File: src/rtl/acr_map.svh
// Register offsets, field positions, reset values and write masks for the ADC config bank.
// Assumes a 16-bit register word indexed by a 6-bit register address.
`ifndef ACR_MAP_SVH
`define ACR_MAP_SVH
`define ACR_ADDR_GAIN 6'h04
`define ACR_ADDR_GLOBAL_CONFIG 6'h06
`define ACR_ADDR_CH0_CONFIG 6'h09
`define ACR_ADDR_CH0_OFS_HIGH 6'h0A
`define ACR_ADDR_CH0_OFS_LOW 6'h0B
`define ACR_RESET_GAIN 16'h0000
`define ACR_RESET_GLOBAL_CONFIG 16'h0600
`define ACR_RESET_CH0_CONFIG 16'h0000
`define ACR_RESET_CH0_OFS 16'h0000
`define ACR_RESET_CHOP_CODE 4'h3
`define ACR_MASK_CH0_CONFIG 16'hFFC3
`define ACR_MASK_CH0_OFS_LOW 16'hFF00
`define ACR_MASK_FULL 16'hFFFF
`define ACR_DOUT_EN_BIT 14
`define ACR_DOUT_VAL_BIT 13
`define ACR_CHOP_MSB 12
`define ACR_CHOP_LSB 9
`define ACR_CHOP_EN_BIT 8
`define ACR_PHASE_MSB 15
`define ACR_PHASE_LSB 6
`define ACR_MUX_MSB 1
`define ACR_MUX_LSB 0
`define ACR_G2_MSB 10
`define ACR_G2_LSB 8
`define ACR_G1_MSB 6
`define ACR_G1_LSB 4
`define ACR_G0_MSB 2
`define ACR_G0_LSB 0
`define ACR_REG_COUNT 5
`endif

File: src/rtl/acr_pkg.sv
// Types shared by the ADC configuration register bank.
// Assumes the map header supplies all numeric constants.
package acr_pkg;
  typedef enum logic [1:0] {
    ACR_IN_EXTERNAL,
    ACR_IN_SHORTED,
    ACR_IN_DC_DIAG,
    ACR_IN_AC_DIAG
  } acr_input_sel_t;

  typedef enum logic [1:0] {
    ACR_CHOP_IDLE,
    ACR_CHOP_SETTLE,
    ACR_CHOP_MEASURE
  } acr_chop_state_t;

  typedef struct packed {
    logic wr_en;
    logic rd_en;
    logic [5:0] addr;
    logic [15:0] wdata;
  } acr_req_t;

  typedef struct packed {
    logic [7:0] ch2_gain;
    logic [7:0] ch1_gain;
    logic [7:0] ch0_gain;
  } acr_gains_t;
endpackage

File: src/rtl/acr_config_regs.sv
// Configuration register bank of a three-channel simultaneous-sampling ADC.
// Assumes the serial front end hands over decoded register requests on REF_CLK.
// Notes on behaviour
// - channel 2 gain is two to the power of its 3-bit code.
// - channel 1 gain is two to the power of its 3-bit code.
// - channel 0 gain is two to the power of its 3-bit code.
// - enable bit turns channel 2 positive input into a digital output.
// - while enabled, the pin follows the output value bit.
// - with chop on, wait two to the power code+1 clocks before measuring.
// - channel 0 sampling delayed by a signed 10-bit cycle count.
// - channel 0 input selector picks external, shorted, DC or AC diagnostic.
// - offset bits 23 to 8 come from the upper offset word.
// - offset bits 7 to 0 come from lower word's top byte; low byte reads zero.
`timescale 1ns/100ps
`include "acr_map.svh"
module acr_config_regs
  import acr_pkg::*;
(
  // Clock and reset.
  input wire logic REF_CLK,
  input wire logic RST_N,
  // Register request from the serial interface.
  input wire acr_req_t REQ,
  // Register read answer.
  output logic [15:0] RDATA,
  output logic RVALID,
  // Channel gains as linear factors.
  output acr_gains_t GAINS,
  // Digital output on the channel 2 positive input pin.
  output logic CH2_POSITIVE_INPUT_PIN_O,
  output logic CH2_POSITIVE_INPUT_PIN_OE,
  // Global chop control.
  output logic CHOP_SETTLING,
  output logic MEASURE_ENABLE,
  // Channel 0 controls.
  output logic signed [9:0] CH0_SAMPLE_PHASE_DELAY,
  output acr_input_sel_t CH0_INPUT_SELECT,
  output logic signed [23:0] CH0_OFFSET
);
  logic [15:0] words [`ACR_REG_COUNT];
  logic [15:0] rd_word;
  logic rd_pending;
  acr_chop_state_t chop_state;
  acr_chop_state_t next_chop_state;
  logic [16:0] chop_count;
  logic [16:0] next_chop_count;

  // Map a register address to a memory slot; used by both read and write paths.
  function automatic logic [2:0] addr_slot(input logic [5:0] a);
    case (a)
      `ACR_ADDR_GAIN: addr_slot = 3'h0;
      `ACR_ADDR_GLOBAL_CONFIG: addr_slot = 3'h1;
      `ACR_ADDR_CH0_CONFIG: addr_slot = 3'h2;
      `ACR_ADDR_CH0_OFS_HIGH: addr_slot = 3'h3;
      `ACR_ADDR_CH0_OFS_LOW: addr_slot = 3'h4;
      default: addr_slot = 3'h7;
    endcase
  endfunction

  // Power-of-two gain decode shared by the three channels.
  function automatic logic [7:0] gain_of(input logic [2:0] code);
    gain_of = 8'h01 << code;
  endfunction

  // Write masks keep read-only reserved bits at zero whatever the host sends.
  wire [2:0] wr_slot = addr_slot(REQ.addr);
  wire [2:0] rd_slot = addr_slot(REQ.rd_en ? REQ.addr : 6'h00);
  wire wr_hit = REQ.wr_en && (wr_slot != 3'h7);
  wire [15:0] wr_mask = (wr_slot == 3'h2) ? `ACR_MASK_CH0_CONFIG :
                        (wr_slot == 3'h4) ? `ACR_MASK_CH0_OFS_LOW : `ACR_MASK_FULL;

  acr_regfile u_regfile (
    .clk(REF_CLK),
    .rst_n(RST_N),
    .wr_en(wr_hit),
    .wr_slot(wr_slot),
    .wr_data(REQ.wdata),
    .wr_mask(wr_mask),
    .rd_slot(rd_slot),
    .rd_data(rd_word),
    .words(words)
  );

  // Field decode of the stored words.
  wire [15:0] gain_w = words[0];
  wire [15:0] cfg_w = words[1];
  wire [15:0] ch0_w = words[2];
  wire [15:0] ofs_hi_w = words[3];
  wire [15:0] ofs_lo_w = words[4];
  wire dout_en = cfg_w[`ACR_DOUT_EN_BIT];
  wire dout_val = cfg_w[`ACR_DOUT_VAL_BIT];
  wire chop_en = cfg_w[`ACR_CHOP_EN_BIT];
  wire [3:0] chop_code = cfg_w[`ACR_CHOP_MSB:`ACR_CHOP_LSB];
  wire [16:0] chop_len = 17'h00002 << chop_code;
  wire [23:0] ofs_full = {ofs_hi_w, ofs_lo_w[15:8]};
  acr_gains_t next_gains;
  assign next_gains.ch2_gain = gain_of(gain_w[`ACR_G2_MSB:`ACR_G2_LSB]);
  assign next_gains.ch1_gain = gain_of(gain_w[`ACR_G1_MSB:`ACR_G1_LSB]);
  assign next_gains.ch0_gain = gain_of(gain_w[`ACR_G0_MSB:`ACR_G0_LSB]);

  // Global-chop settling: after enable, hold measurement off for the coded delay.
  // A code change mid-settle is not restarted; the new length applies next time.
  always_comb begin
    next_chop_state = chop_state;
    next_chop_count = chop_count;
    case (chop_state)
      ACR_CHOP_IDLE: begin
        if (chop_en) begin
          next_chop_state = ACR_CHOP_SETTLE;
          next_chop_count = chop_len - 17'h00001;
        end
      end
      ACR_CHOP_SETTLE: begin
        if (!chop_en) begin
          next_chop_state = ACR_CHOP_IDLE;
        end else if (chop_count == 17'h00000) begin
          next_chop_state = ACR_CHOP_MEASURE;
        end else begin
          next_chop_count = chop_count - 17'h00001;
        end
      end
      ACR_CHOP_MEASURE: begin
        if (!chop_en) begin
          next_chop_state = ACR_CHOP_IDLE;
        end
      end
      default: next_chop_state = ACR_CHOP_IDLE;
    endcase
  end

  // Chop state register.
  always_ff @(posedge REF_CLK) begin
    if (!RST_N) begin
      chop_state <= ACR_CHOP_IDLE;
      chop_count <= 17'h00000;
    end else begin
      chop_state <= next_chop_state;
      chop_count <= next_chop_count;
    end
  end

  // Read answer follows the registered memory read by one cycle of valid.
  always_ff @(posedge REF_CLK) begin
    if (!RST_N) begin
      rd_pending <= 1'b0;
    end else begin
      rd_pending <= REQ.rd_en;
    end
  end

  // Outputs all come from flops; the read word is already registered in the memory.
  always_ff @(posedge REF_CLK) begin
    if (!RST_N) begin
      RDATA <= 16'h0000;
      RVALID <= 1'b0;
      GAINS <= '{ch2_gain: 8'h01, ch1_gain: 8'h01, ch0_gain: 8'h01};
      CH2_POSITIVE_INPUT_PIN_O <= 1'b0;
      CH2_POSITIVE_INPUT_PIN_OE <= 1'b0;
      CHOP_SETTLING <= 1'b0;
      MEASURE_ENABLE <= 1'b1;
      CH0_SAMPLE_PHASE_DELAY <= 10'sh000;
      CH0_INPUT_SELECT <= ACR_IN_EXTERNAL;
      CH0_OFFSET <= 24'sh000000;
    end else begin
      RDATA <= rd_pending ? rd_word : 16'h0000;
      RVALID <= rd_pending;
      GAINS <= next_gains;
      CH2_POSITIVE_INPUT_PIN_OE <= dout_en;
      CH2_POSITIVE_INPUT_PIN_O <= dout_en & dout_val;
      CHOP_SETTLING <= (next_chop_state == ACR_CHOP_SETTLE);
      MEASURE_ENABLE <= (next_chop_state != ACR_CHOP_SETTLE);
      CH0_SAMPLE_PHASE_DELAY <= signed'(ch0_w[`ACR_PHASE_MSB:`ACR_PHASE_LSB]);
      CH0_INPUT_SELECT <= acr_input_sel_t'(ch0_w[`ACR_MUX_MSB:`ACR_MUX_LSB]);
      CH0_OFFSET <= signed'(ofs_full);
    end
  end
endmodule

File: src/rtl/acr_regfile.sv
// Small register memory holding the five configuration words of the bank.
// Assumes the caller gives a slot index already decoded and a per-word write mask.
`timescale 1ns/100ps
`include "acr_map.svh"
module acr_regfile
  import acr_pkg::*;
(
  // Clock and reset.
  input wire logic clk,
  input wire logic rst_n,
  // Write side.
  input wire logic wr_en,
  input wire logic [2:0] wr_slot,
  input wire logic [15:0] wr_data,
  input wire logic [15:0] wr_mask,
  // Read side, registered.
  input wire logic [2:0] rd_slot,
  output logic [15:0] rd_data,
  // Whole contents for the decode logic.
  output logic [15:0] words [`ACR_REG_COUNT]
);
  // Reset values per slot; reserved bits are masked so they stay zero.
  function automatic logic [15:0] slot_reset(input int s);
    case (s)
      1: slot_reset = `ACR_RESET_GLOBAL_CONFIG;
      default: slot_reset = 16'h0000;
    endcase
  endfunction

  // Each word is its own generate lane so write masking stays per word.
  for (genvar i = 0; i < `ACR_REG_COUNT; i++) begin : g_word
    always_ff @(posedge clk) begin
      if (!rst_n) begin
        words[i] <= slot_reset(i);
      end else if (wr_en && wr_slot == 3'(i)) begin
        words[i] <= wr_data & wr_mask;
      end
    end
  end

  // Registered read so the answer timing is fixed at one cycle.
  always_ff @(posedge clk) begin
    if (!rst_n) begin
      rd_data <= 16'h0000;
    end else begin
      rd_data <= (rd_slot < 3'(`ACR_REG_COUNT)) ? words[rd_slot] : 16'h0000;
    end
  end
endmodule

File: config.mk
export PLATFORM = sky130hd
export DESIGN_NAME = acr_config_regs
export DESIGN_NICKNAME = d
export VERILOG_FILES = /design/src/rtl/acr_pkg.sv /design/src/rtl/acr_config_regs.sv /design/src/rtl/acr_regfile.sv
export VERILOG_INCLUDE_DIRS = /design/src /design/src/rtl
export SDC_FILE = /design/constraint.sdc
export NUM_CORES = 1
export LEC_CHECK = 0
export ABC_AREA = 1
export ABC_CLOCK_PERIOD_IN_PS = 4400
export BUFFER_PORTS_ARGS = -buffer_cell sky130_fd_sc_hd__buf_2
export CAP_MARGIN = 20
export CORE_MARGIN = 8
export CORE_UTILIZATION = 55
export DETAILED_ROUTE_END_ITERATION = 10
export MAX_ROUTING_LAYER = met4
export PLACE_DENSITY = 0.88
export SYNTH_ARGS = -nofsm -noshare
export SYNTH_HDL_FRONTEND = slang
export SYNTH_SLANG_ARGS = --single-unit
File: constraint.sdc
create_clock -name REF_CLK -period 4.4 [get_ports REF_CLK]
set_input_delay 0.88 -clock REF_CLK [delete_from_list [all_inputs] [get_ports REF_CLK]]
set_output_delay 0.88 -clock REF_CLK [all_outputs]
set_load 0.02 [all_outputs]
# After elaboration in Yosys (flattened, before gate mapping)
# Cells that the tools add are included.
[classes]
shifts = 4
muxes = 17
add_sub_neg = 2
eq_ne = 22
magnitude_cmp = 2
bitwise_logic = 3
reduce_logical = 13
[ops]
columns = ["cell", "count"]
rows = [
  ["$mux W17", 3],
  ["$bmux W16 S3", 1],
  ["$eq A6 B4 Y1 const B", 6],
  ["$pmux W17 S2", 1],
  ["$sub A17 B1 Y17 const B", 2],
  ["$mux W16", 2],
  ["$pmux W3 S5", 2],
  ["$eq A6 B3 Y1 const B", 4],
  ["$shl A1 B3 Y8 const A", 3],
  ["$logic_not A17 Y1", 1],
  ["$shl A2 B4 Y17 const A", 1],
  ["$and A16 B16 Y16", 1],
  ["$mux W8", 2],
  ["$mux W2", 4],
  ["$eq A3 B2 Y1 const B", 2],
  ["$logic_and A1 B1 Y1", 6],
  ["$mux W6", 1],
  ["$ne A2 B1 Y1 const B", 3],
  ["$pmux W2 S3", 1],
  ["$eq A2 B1 Y1 const B", 2],
  ["$ge A4 B4 Y1 const B", 1],
  ["$not A3 Y4", 1],
  ["$reduce_and A2 Y1", 2],
  ["$reduce_and A4 Y1", 1],
  ["10 further kinds", 10],
]
[word_totals]
output_inout_bits = 81
reg_bits = 197
word_cells = 84

# Depth between registers and ports, before layout
# Gate-level depths: netlist of run 1.
[depth]
word_depth = 7
ltp_mapped = 16
depth_no_buf = 16

# Cells and area by module
# Synthesis of run 1 repeated with hierarchy kept, for this count alone.
[unflattened]
cells_unflattened = 1148
hier_area_um2 = 8130.3
[by_module_without_submodules]
columns = ["mod", "instances", "seq_area_each_um2", "cells_per_inst", "area_each_um2"]
rows = [
  ["acr_regfile", 1, 1921.8, 576, 4093.9],
  ["acr_config_regs", 1, 2021.9, 572, 4036.4],
]

# Worst setup path after synthesis of run 1
# OpenSTA, ideal clock, no wires.
[synth_timing]
path_kind = "input -> register"
start = "input port REQ[17] (netlist name)"
end = "register u_regfile.rd_data[10]"
arrival_ns = 2.021
cell_stages = 12
path_slack_ns = 2.257
setup_ns = 0.122
cell_sequence = "inv_2 -> nand2_2 -> nor2_1 -> nand2_1 -> nand2_1 -> nor2_4 -> nand2_2 -> inv_2 -> nor2_2 -> buf_2 -> a21boi_1 -> a21oi_1"
[synth_between]
elab_chain_len = 7
[synth_lines]
columns = ["item", "line_no", "text"]
rows = [
  ["start: declaration", "acr_config_regs.sv:23", "input wire acr_req_t REQ,"],
  ["$mux W6 (*)", "acr_config_regs.sv:67", "wire [2:0] rd_slot = addr_slot(REQ.rd_en ? REQ.addr : 6'h00);"],
  ["$eq A6 B4 Y1 or $eq A6 B3 Y1 (tied branches)", "acr_config_regs.sv:50", "case (a)"],
  ["$pmux W3 S5 (*)", "acr_config_regs.sv:50", ""],
  ["$not A3 Y4 (implied by the code)", "acr_regfile.sv:46", "rd_data <= (rd_slot < 3'(`ACR_REG_COUNT)) ? words[rd_slot] : 16'h0000;"],
  ["$bmux W16 S3", "acr_regfile.sv:46", ""],
  ["$mux W16 (implied by the code) (2 in a row)", "acr_regfile.sv:46", ""],
  ["end signal: assignment", "acr_regfile.sv:46", ""],
  ["end: declaration", "acr_regfile.sv:18", "output logic [15:0] rd_data,"],
]
# Every way passes the cells marked *; elsewhere a longest branch is shown, timed or not. The select of a mux whose other input is x is not followed.
# A chain may end at the register's enable or synchronous reset.

# Worst setup path after layout of run 1
[layout_timing]
start = "input port REQ[17] (netlist name)"
end = "register u_regfile.rd_data[2]"
# The elaborated chain is that of the path after synthesis.

==> impl_metrics.json, run 1 <==
{
  "nets": 1107,
  "min_path_cells": 2,
  "synth_area_sq_mm": 0.007736,
  "period_minus_slack_ns": 2.919,
  "drt.antenna.violating_nets": 0,
  "placeableCoreArea_sq_mm": 0.01383,
  "drive_gt1_share_pct": 16.19,
  "grt-ovfl-total": 0,
  "postCtsHoldBufs": 0,
  "antenna_found_initial": 1,
  "rows": 43,
  "place_congestion": 0.9401,
  "reg2reg_to": "chop_count[8]",
  "via_per_inst": 5.410,
  "clock-root-buffer": "clkbuf_16",
  "postCtsResizedCells": 0,
  "num_vias": 6892,
  "reg2reg_slack_ns": 2.20,
  "crit_chain": "buf_2 > inv_2 > nand2_2 > nor2_1 > nand2_1 > nand2_1 > nor2_4 > buf_4 > nand2_2 > inv_2 > nor2_2 > a21boi_0 > a21oi_1",
  "seq_area_frac_synth_pct": 50.98,
  "grt_pass1_wl_mm": 31.40,
  "cts_max_path_buffers": 2,
  "crit_path_end_kind": "register",
  "worst-setup-path-type": "in2reg",
  "ys_types": 38,
  "clock_latency_ns": 0.44,
  "drc": 0,
  "syn_area_per_cell_sq_um": 7.759,
  "wl_per_cell_microns": 15.55,
  "startpoint_type": "primary input",
  "async_reset_ff_share_pct": 0,
  "grt_pass1_vias": 6368,
  "initial_core_util_pct": 55.95,
  "hold_viol": 0,
  "finalClockSkew_ns": 0.007054,
  "syn_nets": 1024,
  "rsz0062_at_grt": "false",
  "cts_setup_buffers": 0,
  "crit_buf_inv": 4,
  "areaGrowthSynthToFinish_pct": 14.51,
  "grt.total_usage_pct": 22.39,
  "setup_slack_ns": 1.481,
  "drv_slew": 0,
  "required_ns": 4.72,
  "powerDensity_mw_per_mm2": 387.6,
  "tritoncts": "done",
  "startpoint": "REQ[17]",
  "grt_max_degree": 76,
  "hold_start": "u_regfile.rd_data[0]",
  "dr.first_iter.drc_count": 588,
  "die_h_microns": 134.6,
  "cts.clk_slew.worst_paths_ns": 0.07,
  "synthCells": 997,
  "tightest_slew_ns": 1.028,
  "cts_made_buffers": 17,
  "max_stage_delay_ns": 0.77,
  "die_area_sq_mm": 0.01812,
  "period_share_pct": 66.33,
  "finalPower_w": 0.003434,
  "place_hpwl_mm": 13.72,
  "first_pass_iters": 5,
  "status": "finished clean",
  "dp_worst_setup_slack_ns": 1.094,
  "tns_ns": 0,
  "worst_hold_path_type": "reg2reg",
  "num-fill-cells": 1122,
  "ys.flop_type": "dfxtp_1",
  "io_pins": 107,
  "critPathSlowestCell": "nor2_2",
  "p_leak_nw": 4.239,
  "crit_fanout": 33,
  "yosys_warnings": 0,
  "cp.arrival_ns": 3.24,
  "die_width_microns": 134.6,
  "slew_headroom_pct": 31.40,
  "clock.fmax_mhz": 342.6,
  "portBuffers": 106,
  "critPathTopFamily": "simple AND/OR/NAND/NOR gates",
  "setup_viol": 0,
  "reg2reg_depth": 14,
  "synth_edf_count": 0,
  "hold_path_end": "RDATA[0]",
  "reg2reg_from": "chop_state[0]",
  "ctsHtreeMaxLevel": 4,
  "yosys_register_bits": 197,
  "cts_sinks": 197,
  "maxCapViolCount": 0,
  "drt-total-wl_mm": 19.81,
  "vdd_drop_max_v": 0.0002911
}
## cells in the final DEF, fill, tap and decap left out, types with 4 or more instances in the layout
cell,netlist,final
a21boi_0,9,9
a21boi_1,7,7
a21oi_1,98,98
a31oi_1,17,17
buf_2,5,105
buf_4,3,4
clkbuf_16,0,17
clkinvlp_4,0,4
dfxtp_1,197,197
inv_1,168,168
inv_2,11,11
nand2_1,158,158
nand2_2,6,6
nand3_1,46,46
nand4_1,5,5
nor2_1,61,61
nor2_2,5,5
nor2_4,4,4
nor3_1,26,26
o211ai_1,16,16
o21ai_0,87,87
o22ai_1,8,8
## stage by stage
step,instances,cell area (sq um),utilization (%),hold WS [ns]
6_report,1274,8859,64.07,0.4295
5_1_grt,1274,8859,64.07,0.4442
4_1_cts,1273,8856,64.05,0.4235
3_5_place_dp,1241,8277,59.86,0.4119
3_3_place_gp,1241,8277,59.86,0.4116
2_1_floorplan,997,7736,-,0.3936
## metal layers
layer / global-route usage (%) / share of wire, % / vias to the layer above
met5: - / 0 / -
met4: 13.04 / 4.1 / 0
met3: 5.349 / 8.1 / 74
met2: 37.15 / 48 / 324
met1: 24.15 / 39 / 3131
li1: - / - / 3363
## logic make-up (layout without fill, tap and decap cells)
kind of cell / after synthesis / count (layout) / share of synthesized area [%]
compound gates: 250 / 250 / 17.95
xor+xnor: 3 / 3 / 0.3397
fa+ha+maj: 1 / 1 / 0.1617
buf+inv: 224 / 320 / 11.79
flops: 197 / 197 / 50.98
other cells: 0 / 1 / 0
simple gates: 322 / 322 / 18.78
## power breakdown
part / internal, W / leakage (nW) / total (W) / switching (W)
registers: 0.00179 / 1.59 / 0.00179 / 0.00000292
clock network: 0.000844 / 0.272 / 0.00152 / 0.000679
logic: 0.0000318 / 2.38 / 0.000120 / 0.0000877
total: 0.00266 / 4.24 / 0.00343 / 0.000770
## worst max-delay path by stage
stage / depth (start not counted) / slack, ns / end
floorplan: 12 / 2.26 / u_regfile.rd_data[10]
global placement: 13 / 1.30 / u_regfile.rd_data[9]
detailed placement: 13 / 1.09 / u_regfile.rd_data[2]
CTS: 13 / 1.53 / u_regfile.rd_data[2]
global route: 13 / 1.31 / u_regfile.rd_data[2]
finish: 13 / 1.48 / u_regfile.rd_data[2]
## layout make-up
class | count | area [sq um] | share of cell area, %
clock buffers | 19 | 432.9 | 4.887
multi-input cells | 576 | 2880 | 32.51
inverters | 179 | 671.9 | 7.585
well taps | 180 | 225.2 | 2.542
repair buffers | 109 | 555.5 | 6.271
clock inverters | 13 | 146.4 | 1.653
flip-flops and latches | 197 | 3944 | 44.52
diodes | 1 | 2.502 | 0.02825
## registers in the layout, summed over array words and instances, names as in the netlist, 2 cells and up
| register | flops |
|---|---|
| u_regfile.rd_data | 16 |
| GAINS | 24 |
| RDATA | 16 |
| CH0_INPUT_SELECT | 2 |
| chop_count | 17 |
| u_regfile.words | 80 |
| CH0_OFFSET | 24 |
| chop_state | 2 |
| CH0_SAMPLE_PHASE_DELAY | 10 |
## worst reg2reg max path: stages (launching register included)
cell and delay [ns]:
dfxtp_1 0.40, nand2_4 0.16, nand2_4 0.14, inv_2 0.04, nand2_1 0.07, o21ai_0 0.11
inv_1 0.08, ha_1 0.18, o211ai_1 0.20, nor2_1 0.19, inv_1 0.07, nor2_1 0.20
nor2_1 0.06, o21ai_0 0.15, inv_1 0.05
## cell usage after synthesis, types with 4 or more instances
library cell	instances	share of area, %
nor2_2	5	0.40
dfxtp_1	197	51
o211ai_1	16	1.6
nand2_2	6	0.49
buf_2	5	0.32
a21boi_0	9	0.87
a21boi_1	7	0.68
nand4_1	5	0.40
clkbuf_1	26	1.3
nand3_1	46	3.0
nor2_4	4	0.58
o21ai_0	87	5.6
nor2_1	61	3.0
nor3_1	26	1.7
nand2_1	158	7.7
a31oi_1	17	1.4
a21oi_1	98	6.3
o22ai_1	8	0.65
inv_2	11	0.53
inv_1	168	8.2
buf_6	7	1.0
Note: power is estimated with default switching activity, not from simulation.
==> run 2: changes to the inputs <==
Settings changed: ABC_CLOCK_PERIOD_IN_PS 4400 to 2600, CORE_UTILIZATION 55 to 51, PLACE_DENSITY 0.88 to 0.86.
Clock period 4.4 ns to 2.6 ns, I/O delays scaled along.
==> run 2 against run 1 <==
Count of clock-buffer cells in the layout up 4. Utilization down 4.3 points. Combinational power is 76% higher. Clock skew is 0.0013 ns higher. Flip-flop and latch count is the same. Cell count up 1.6%. Routed wire length up 4.2%. Register-to-register slack worse by 1.8 ns. Total power rose by 69%. Die area rose by 6.9%. Highest routed layer unchanged. Clock power is 68% higher. Largest cell class unchanged.
==> impl_metrics.json, run 2 (synthesis results as in run 1) <==
{
  "regMostFlops": "u_regfile.words",
  "ctsHtreeMaxLevel": 4,
  "crit_path_end_kind": "register",
  "io_pins": 107,
  "grt_use_met1_pct": 23.44,
  "clock_latency_ns": 0.44,
  "tns_ns": 0,
  "dp_cells": 1261,
  "dr.first_iter.drc_count": 725,
  "grt_pass1_wl_mm": 33.30,
  "powerDensity_mw_per_mm2": 646.3,
  "grt.total_usage_pct": 21.86,
  "clock-root-buffer": "clkbuf_16",
  "grt_busiest_layer": "met2",
  "die_width_microns": 139.2,
  "via_per_inst": 5.412,
  "fin_area_sq_mm": 0.008981,
  "largest_register_ffs": 80,
  "finalClockSkew_ns": 0.008388,
  "period_minus_slack_ns": 2.155,
  "grt-ovfl-total": 0,
  "die_h_microns": 139.2,
  "drc": 0,
  "nets": 1119,
  "placeableCoreArea_sq_mm": 0.01503,
  "slew_headroom_pct": 58.21,
  "final_cell_mix": "dfxtp_1 (197), inv_1 (168), nand2_1 (158), buf_2 (105), a21oi_1 (98)",
  "reg2reg_depth": 14,
  "worst_hold_path_type": "in2reg",
  "grt_use_met3_pct": 5.026,
  "min_path_cells": 3,
  "crit_fanout": 16,
  "rows": 45,
  "tritoncts": "done",
  "final_cells": 1294,
  "cts.clk_slew.worst_paths_ns": 0.07,
  "cts_made_buffers": 17,
  "antenna_found_initial": 0,
  "placed_cell_area_sq_mm": 0.008402,
  "place_congestion": 0.9306,
  "startpoint_type": "register",
  "cp.arrival_ns": 2.50,
  "rsz0062_at_grt": "false",
  "required_ns": 2.94,
  "cts_setup_buffers": 0,
  "hold_viol": 0,
  "die_area_sq_mm": 0.01937,
  "place_hpwl_mm": 14.30,
  "cts_sinks": 197,
  "whs_ns": 0.3701,
  "met2_usage_pct": 37.52,
  "reg_top3": "u_regfile.words x80, CH0_OFFSET x24, GAINS x24",
  "finalPower_w": 0.005805,
  "status": "finished clean",
  "drv_slew": 0,
  "first_pass_iters": 6,
  "mostFrequentLayoutCell": "dfxtp_1",
  "maxCapViolCount": 0,
  "clock.fmax_mhz": 463.9,
  "vdd_drop_max_v": 0.0004921,
  "p_leak_nw": 4.321,
  "cts_max_path_buffers": 2,
  "setup_viol": 0,
  "grt_pass1_vias": 6718,
  "num_vias": 7003,
  "areaGrowthSynthToFinish_pct": 16.09,
  "drt-total-wl_mm": 20.64,
  "drt.antenna.violating_nets": 0,
  "portBuffers": 106,
  "worst-setup-path-type": "reg2reg",
  "wl_per_cell_microns": 15.95,
  "postCtsResizedCells": 0,
  "postCtsHoldBufs": 0,
  "period_share_pct": 82.90,
  "grt_max_degree": 83,
  "drive_gt1_share_pct": 17.10,
  "initial_core_util_pct": 51.46,
  "tightest_slew_ns": 0.6262
}
## run 2: path summary, 6_finish.rpt
path                            slack [ns]        endpoint                 start
worst min-delay path                  0.37      rd_pending               REQ[22]
worst max register to register        0.44  chop_count[12]         chop_state[0]
worst max-delay path                  0.44  chop_count[12]         chop_state[0]
worst min register to register        0.41        RDATA[4]  u_regfile.rd_data[4]
## run 2: layer usage
layer,vias up,routed length [microns]
met4,0,785
met1,3238,8078
met2,312,10170
li1,3386,-
met5,-,0
met3,67,1604
## run 2: critical path, cell delays in order, from the launching register on
cell,delay [ns]
dfxtp_1,0.40
nand2_4,0.16
nand2_4,0.15
inv_2,0.04
nand2_1,0.04
o21ai_0,0.10
inv_1,0.08
ha_1,0.19
o211ai_1,0.20
nor2_1,0.18
nand3_1,0.14
o21ai_0,0.19
nand3_1,0.09
nand2_1,0.07
inv_1,0.04
## run 2: area by class of cell
type | count | area (sq um)
diodes | 1 | 2.502
clock buffers | 23 | 488.0
clock inverters | 9 | 88.84
fillers | 1300 | 6052
inverters | 179 | 671.9
multi-input cells | 576 | 2880
flip-flops and latches | 197 | 3944
well taps | 188 | 235.2
repair buffers | 121 | 670.6
## run 2: stage by stage
stage | setup WS, ns | util, %
global placement | 0.3662 | 55.89
CTS | 0.4532 | 59.73
global route | 0.1125 | 59.73
floorplan | 0.7748 | -
finish | 0.4445 | 59.74
detailed placement | 0.3208 | 55.89
## run 2: power breakdown
group | total, W | internal (W) | switching [W] | leakage (nW)
clock | 0.00256 | 0.00143 | 0.00113 | 0.289
sequential | 0.00303 | 0.00303 | 0.00000513 | 1.59
combinational | 0.000211 | 0.0000602 | 0.000151 | 2.45
total | 0.00580 | 0.00452 | 0.00129 | 4.32
==> run 3: changes to the inputs <==
Settings changed: ABC_CLOCK_PERIOD_IN_PS 2600 to 1740.
Clock period 2.6 ns to 1.74 ns, I/O delays scaled along.
==> run 3 against run 2 <==
The flow now finishes with violations (setup timing). Combinational power rose by 75%. Critical endpoint unchanged. Clock skew decreased by 0.0011 ns. Total power grew 49%. Die area unchanged. Non-clock buffer count is 74 higher. Count of clock-buffer cells in the layout is 6 lower. Final area rose by 9.6%. Cell count up 5.8%. Flip-flop and latch count stayed put. Critical path type unchanged. Highest routed layer unchanged. First-iteration DRC count is 9.2% lower. Largest power group unchanged. Global-route usage up 0.76 points. Sequential share of layout area shrank 3.8 points.
==> impl_metrics.json, run 3 (synthesis results as in run 1) <==
{
  "crit_chain": "inv_2 > nand2_4 > nand2_4 > inv_2 > nand2_2 > o21ai_2 > inv_1 > ha_2 > o211ai_1 > nor2_1 > nand3_1 > o21ai_1 > nand3_1 > nand2_1 > inv_1",
  "final_cells": 1369,
  "met1_length_mm": 8.167,
  "clock.fmax_mhz": 557.9,
  "switching_share_pct": 24.21,
  "nets": 1193,
  "vdd_drop_max_v": 0.0009242,
  "seq_area_sq_mm": 0.003949,
  "cp.arrival_ns": 2.13,
  "antenna_found_initial": 2,
  "setup_viol": 7,
  "clockPowerShare_pct": 43.2,
  "final_cell_mix": "dfxtp_1 (193), inv_1 (166), nand2_1 (151), buf_2 (105), a21oi_1 (96)",
  "critPathSlowestCell": "dfxtp_2",
  "rows": 45,
  "grt_pass1_wl_mm": 34.45,
  "initial_core_util_pct": 51.46,
  "wl_per_cell_microns": 15.96,
  "die_area_sq_mm": 0.01937,
  "worst-setup-path-type": "reg2reg",
  "placeableCoreArea_sq_mm": 0.01503,
  "cts_made_buffers": 17,
  "drv_slew": 0,
  "dp_cells": 1326,
  "via_per_inst": 5.355,
  "rsz0062_at_grt": "true",
  "die_width_microns": 139.2,
  "cts.clk_slew.worst_paths_ns": 0.07,
  "tritoncts": "done",
  "largest_register_ffs": 80,
  "hold_viol": 0,
  "worst_hold_path_type": "in2reg",
  "cts_sinks": 197,
  "p_sw_w": 0.002088,
  "status": "finished with violations",
  "grt.total_usage_pct": 22.62,
  "max_stage_delay_ns": 0.33,
  "setup_slack_ns": -0.05254,
  "violations": "setup timing",
  "grt_max_degree": 57,
  "powerDensity_mw_per_mm2": 876.0,
  "critPathTopFamily": "simple AND/OR/NAND/NOR gates",
  "place_congestion": 0.9667,
  "mostFrequentLayoutCell": "dfxtp_1",
  "multi_input_area_sq_mm": 0.003093,
  "crit_fanout": 4,
  "dr.first_iter.drc_count": 658,
  "regMostFlops": "u_regfile.words",
  "grt-ovfl-total": 0,
  "drc": 0,
  "period_share_pct": 103.0,
  "drt.antenna.violating_nets": 0,
  "areaGrowthSynthToFinish_pct": 27.25,
  "period_minus_slack_ns": 1.793,
  "clock_latency_ns": 0.44,
  "tns_ns": -0.2291,
  "wl_met3_mm": 1.801,
  "p_leak_nw": 4.716,
  "power_frac_seq_pct": 52.5,
  "final_util_pct": 65.48,
  "postCtsHoldBufs": 0,
  "first_pass_iters": 5,
  "place_hpwl_mm": 15.22,
  "fin_area_sq_mm": 0.009844,
  "maxCapViolCount": 0,
  "drive_gt1_share_pct": 26.12,
  "top_layer_used": "met4",
  "drt-total-wl_mm": 21.85,
  "combPwrFrac_pct": 4.3,
  "cts_max_path_buffers": 2,
  "num_vias": 7331,
  "slew_headroom_pct": 70.26,
  "crit_path_end_kind": "register",
  "reg2reg_depth": 15,
  "ctsHtreeMaxLevel": 4,
  "portBuffers": 106,
  "clock-root-buffer": "clkbuf_16",
  "crit_cells": 15,
  "reg_top3": "u_regfile.words x80, CH0_OFFSET x24, GAINS x24",
  "crit_buf_inv": 4,
  "p_int_w": 0.006535,
  "wl_met2_mm": 10.69,
  "startpoint_type": "register",
  "grt_pass1_vias": 7033,
  "num-fill-cells": 1181,
  "finalClockSkew_ns": 0.007287,
  "die_h_microns": 139.2,
  "min_path_cells": 3,
  "dp_worst_setup_slack_ns": -0.1874,
  "required_ns": 2.08,
  "tightest_slew_ns": 0.4456,
  "placed_cell_area_sq_mm": 0.008970,
  "io_pins": 107
}
## run 3: final cells by class
cell class,count,area share (%)
diodes,2,0.05084
clock buffers,17,4.321
clock inverters,15,1.398
inverters,179,6.863
multi-input cells,576,31.42
flip-flops and latches,197,40.11
well taps,188,2.389
repair buffers,195,13.45
## run 3: worst paths after layout
path	from	slack [ns]	end
max	chop_state[1]	-0.05	chop_count[12]
min	REQ[15]	0.20	u_regfile.words[47]
max reg2reg	chop_state[1]	-0.05	chop_count[12]
min reg2reg	u_regfile.rd_data[1]	0.41	RDATA[1]
## run 3: power by group through the flow
stage | Combinational [W] | Sequential [W] | Clock (W)
2_1_floorplan | 0.000193 | 0.00463 | 0
3_3_place_gp | 0.000343 | 0.00463 | 0
3_5_place_dp | 0.000348 | 0.00463 | 0
4_1_cts | 0.000355 | 0.00453 | 0.00375
5_1_grt | 0.000403 | 0.00453 | 0.00392
6_report | 0.000370 | 0.00453 | 0.00373
## run 3: metal layers
layer / vias to the layer above / GRT usage, %
met3: 101 / 4.785
met5: - / -
met2: 348 / 38.14
met4: 0 / 13.86
met1: 3346 / 24.11
li1: 3536 / -
## run 3: what timing repair did
item	in CTS	in global routing
pin swaps	5	13
setup buffers	1	8
resized for setup	15	45
endpoints found under the setup margin	13	14
## run 3: worst reg2reg max path: stages (launching register included)
cell,delay (ns)
dfxtp_2,0.33
inv_2,0.07
nand2_4,0.07
nand2_4,0.07
inv_2,0.04
nand2_2,0.05
o21ai_2,0.06
inv_1,0.05
ha_2,0.16
o211ai_1,0.12
nor2_1,0.20
nand3_1,0.15
o21ai_1,0.15
nand3_1,0.08
nand2_1,0.06
inv_1,0.03
## run 3: per-stage QoR
step / hold WS, ns / total power [W]
finish: 0.2034 / 0.008623
global route: 0.2089 / 0.008852
CTS: 0.1957 / 0.008630
detailed placement: 0.4043 / 0.004979
global placement: 0.3980 / 0.004974
floorplan: 0.3936 / 0.004827
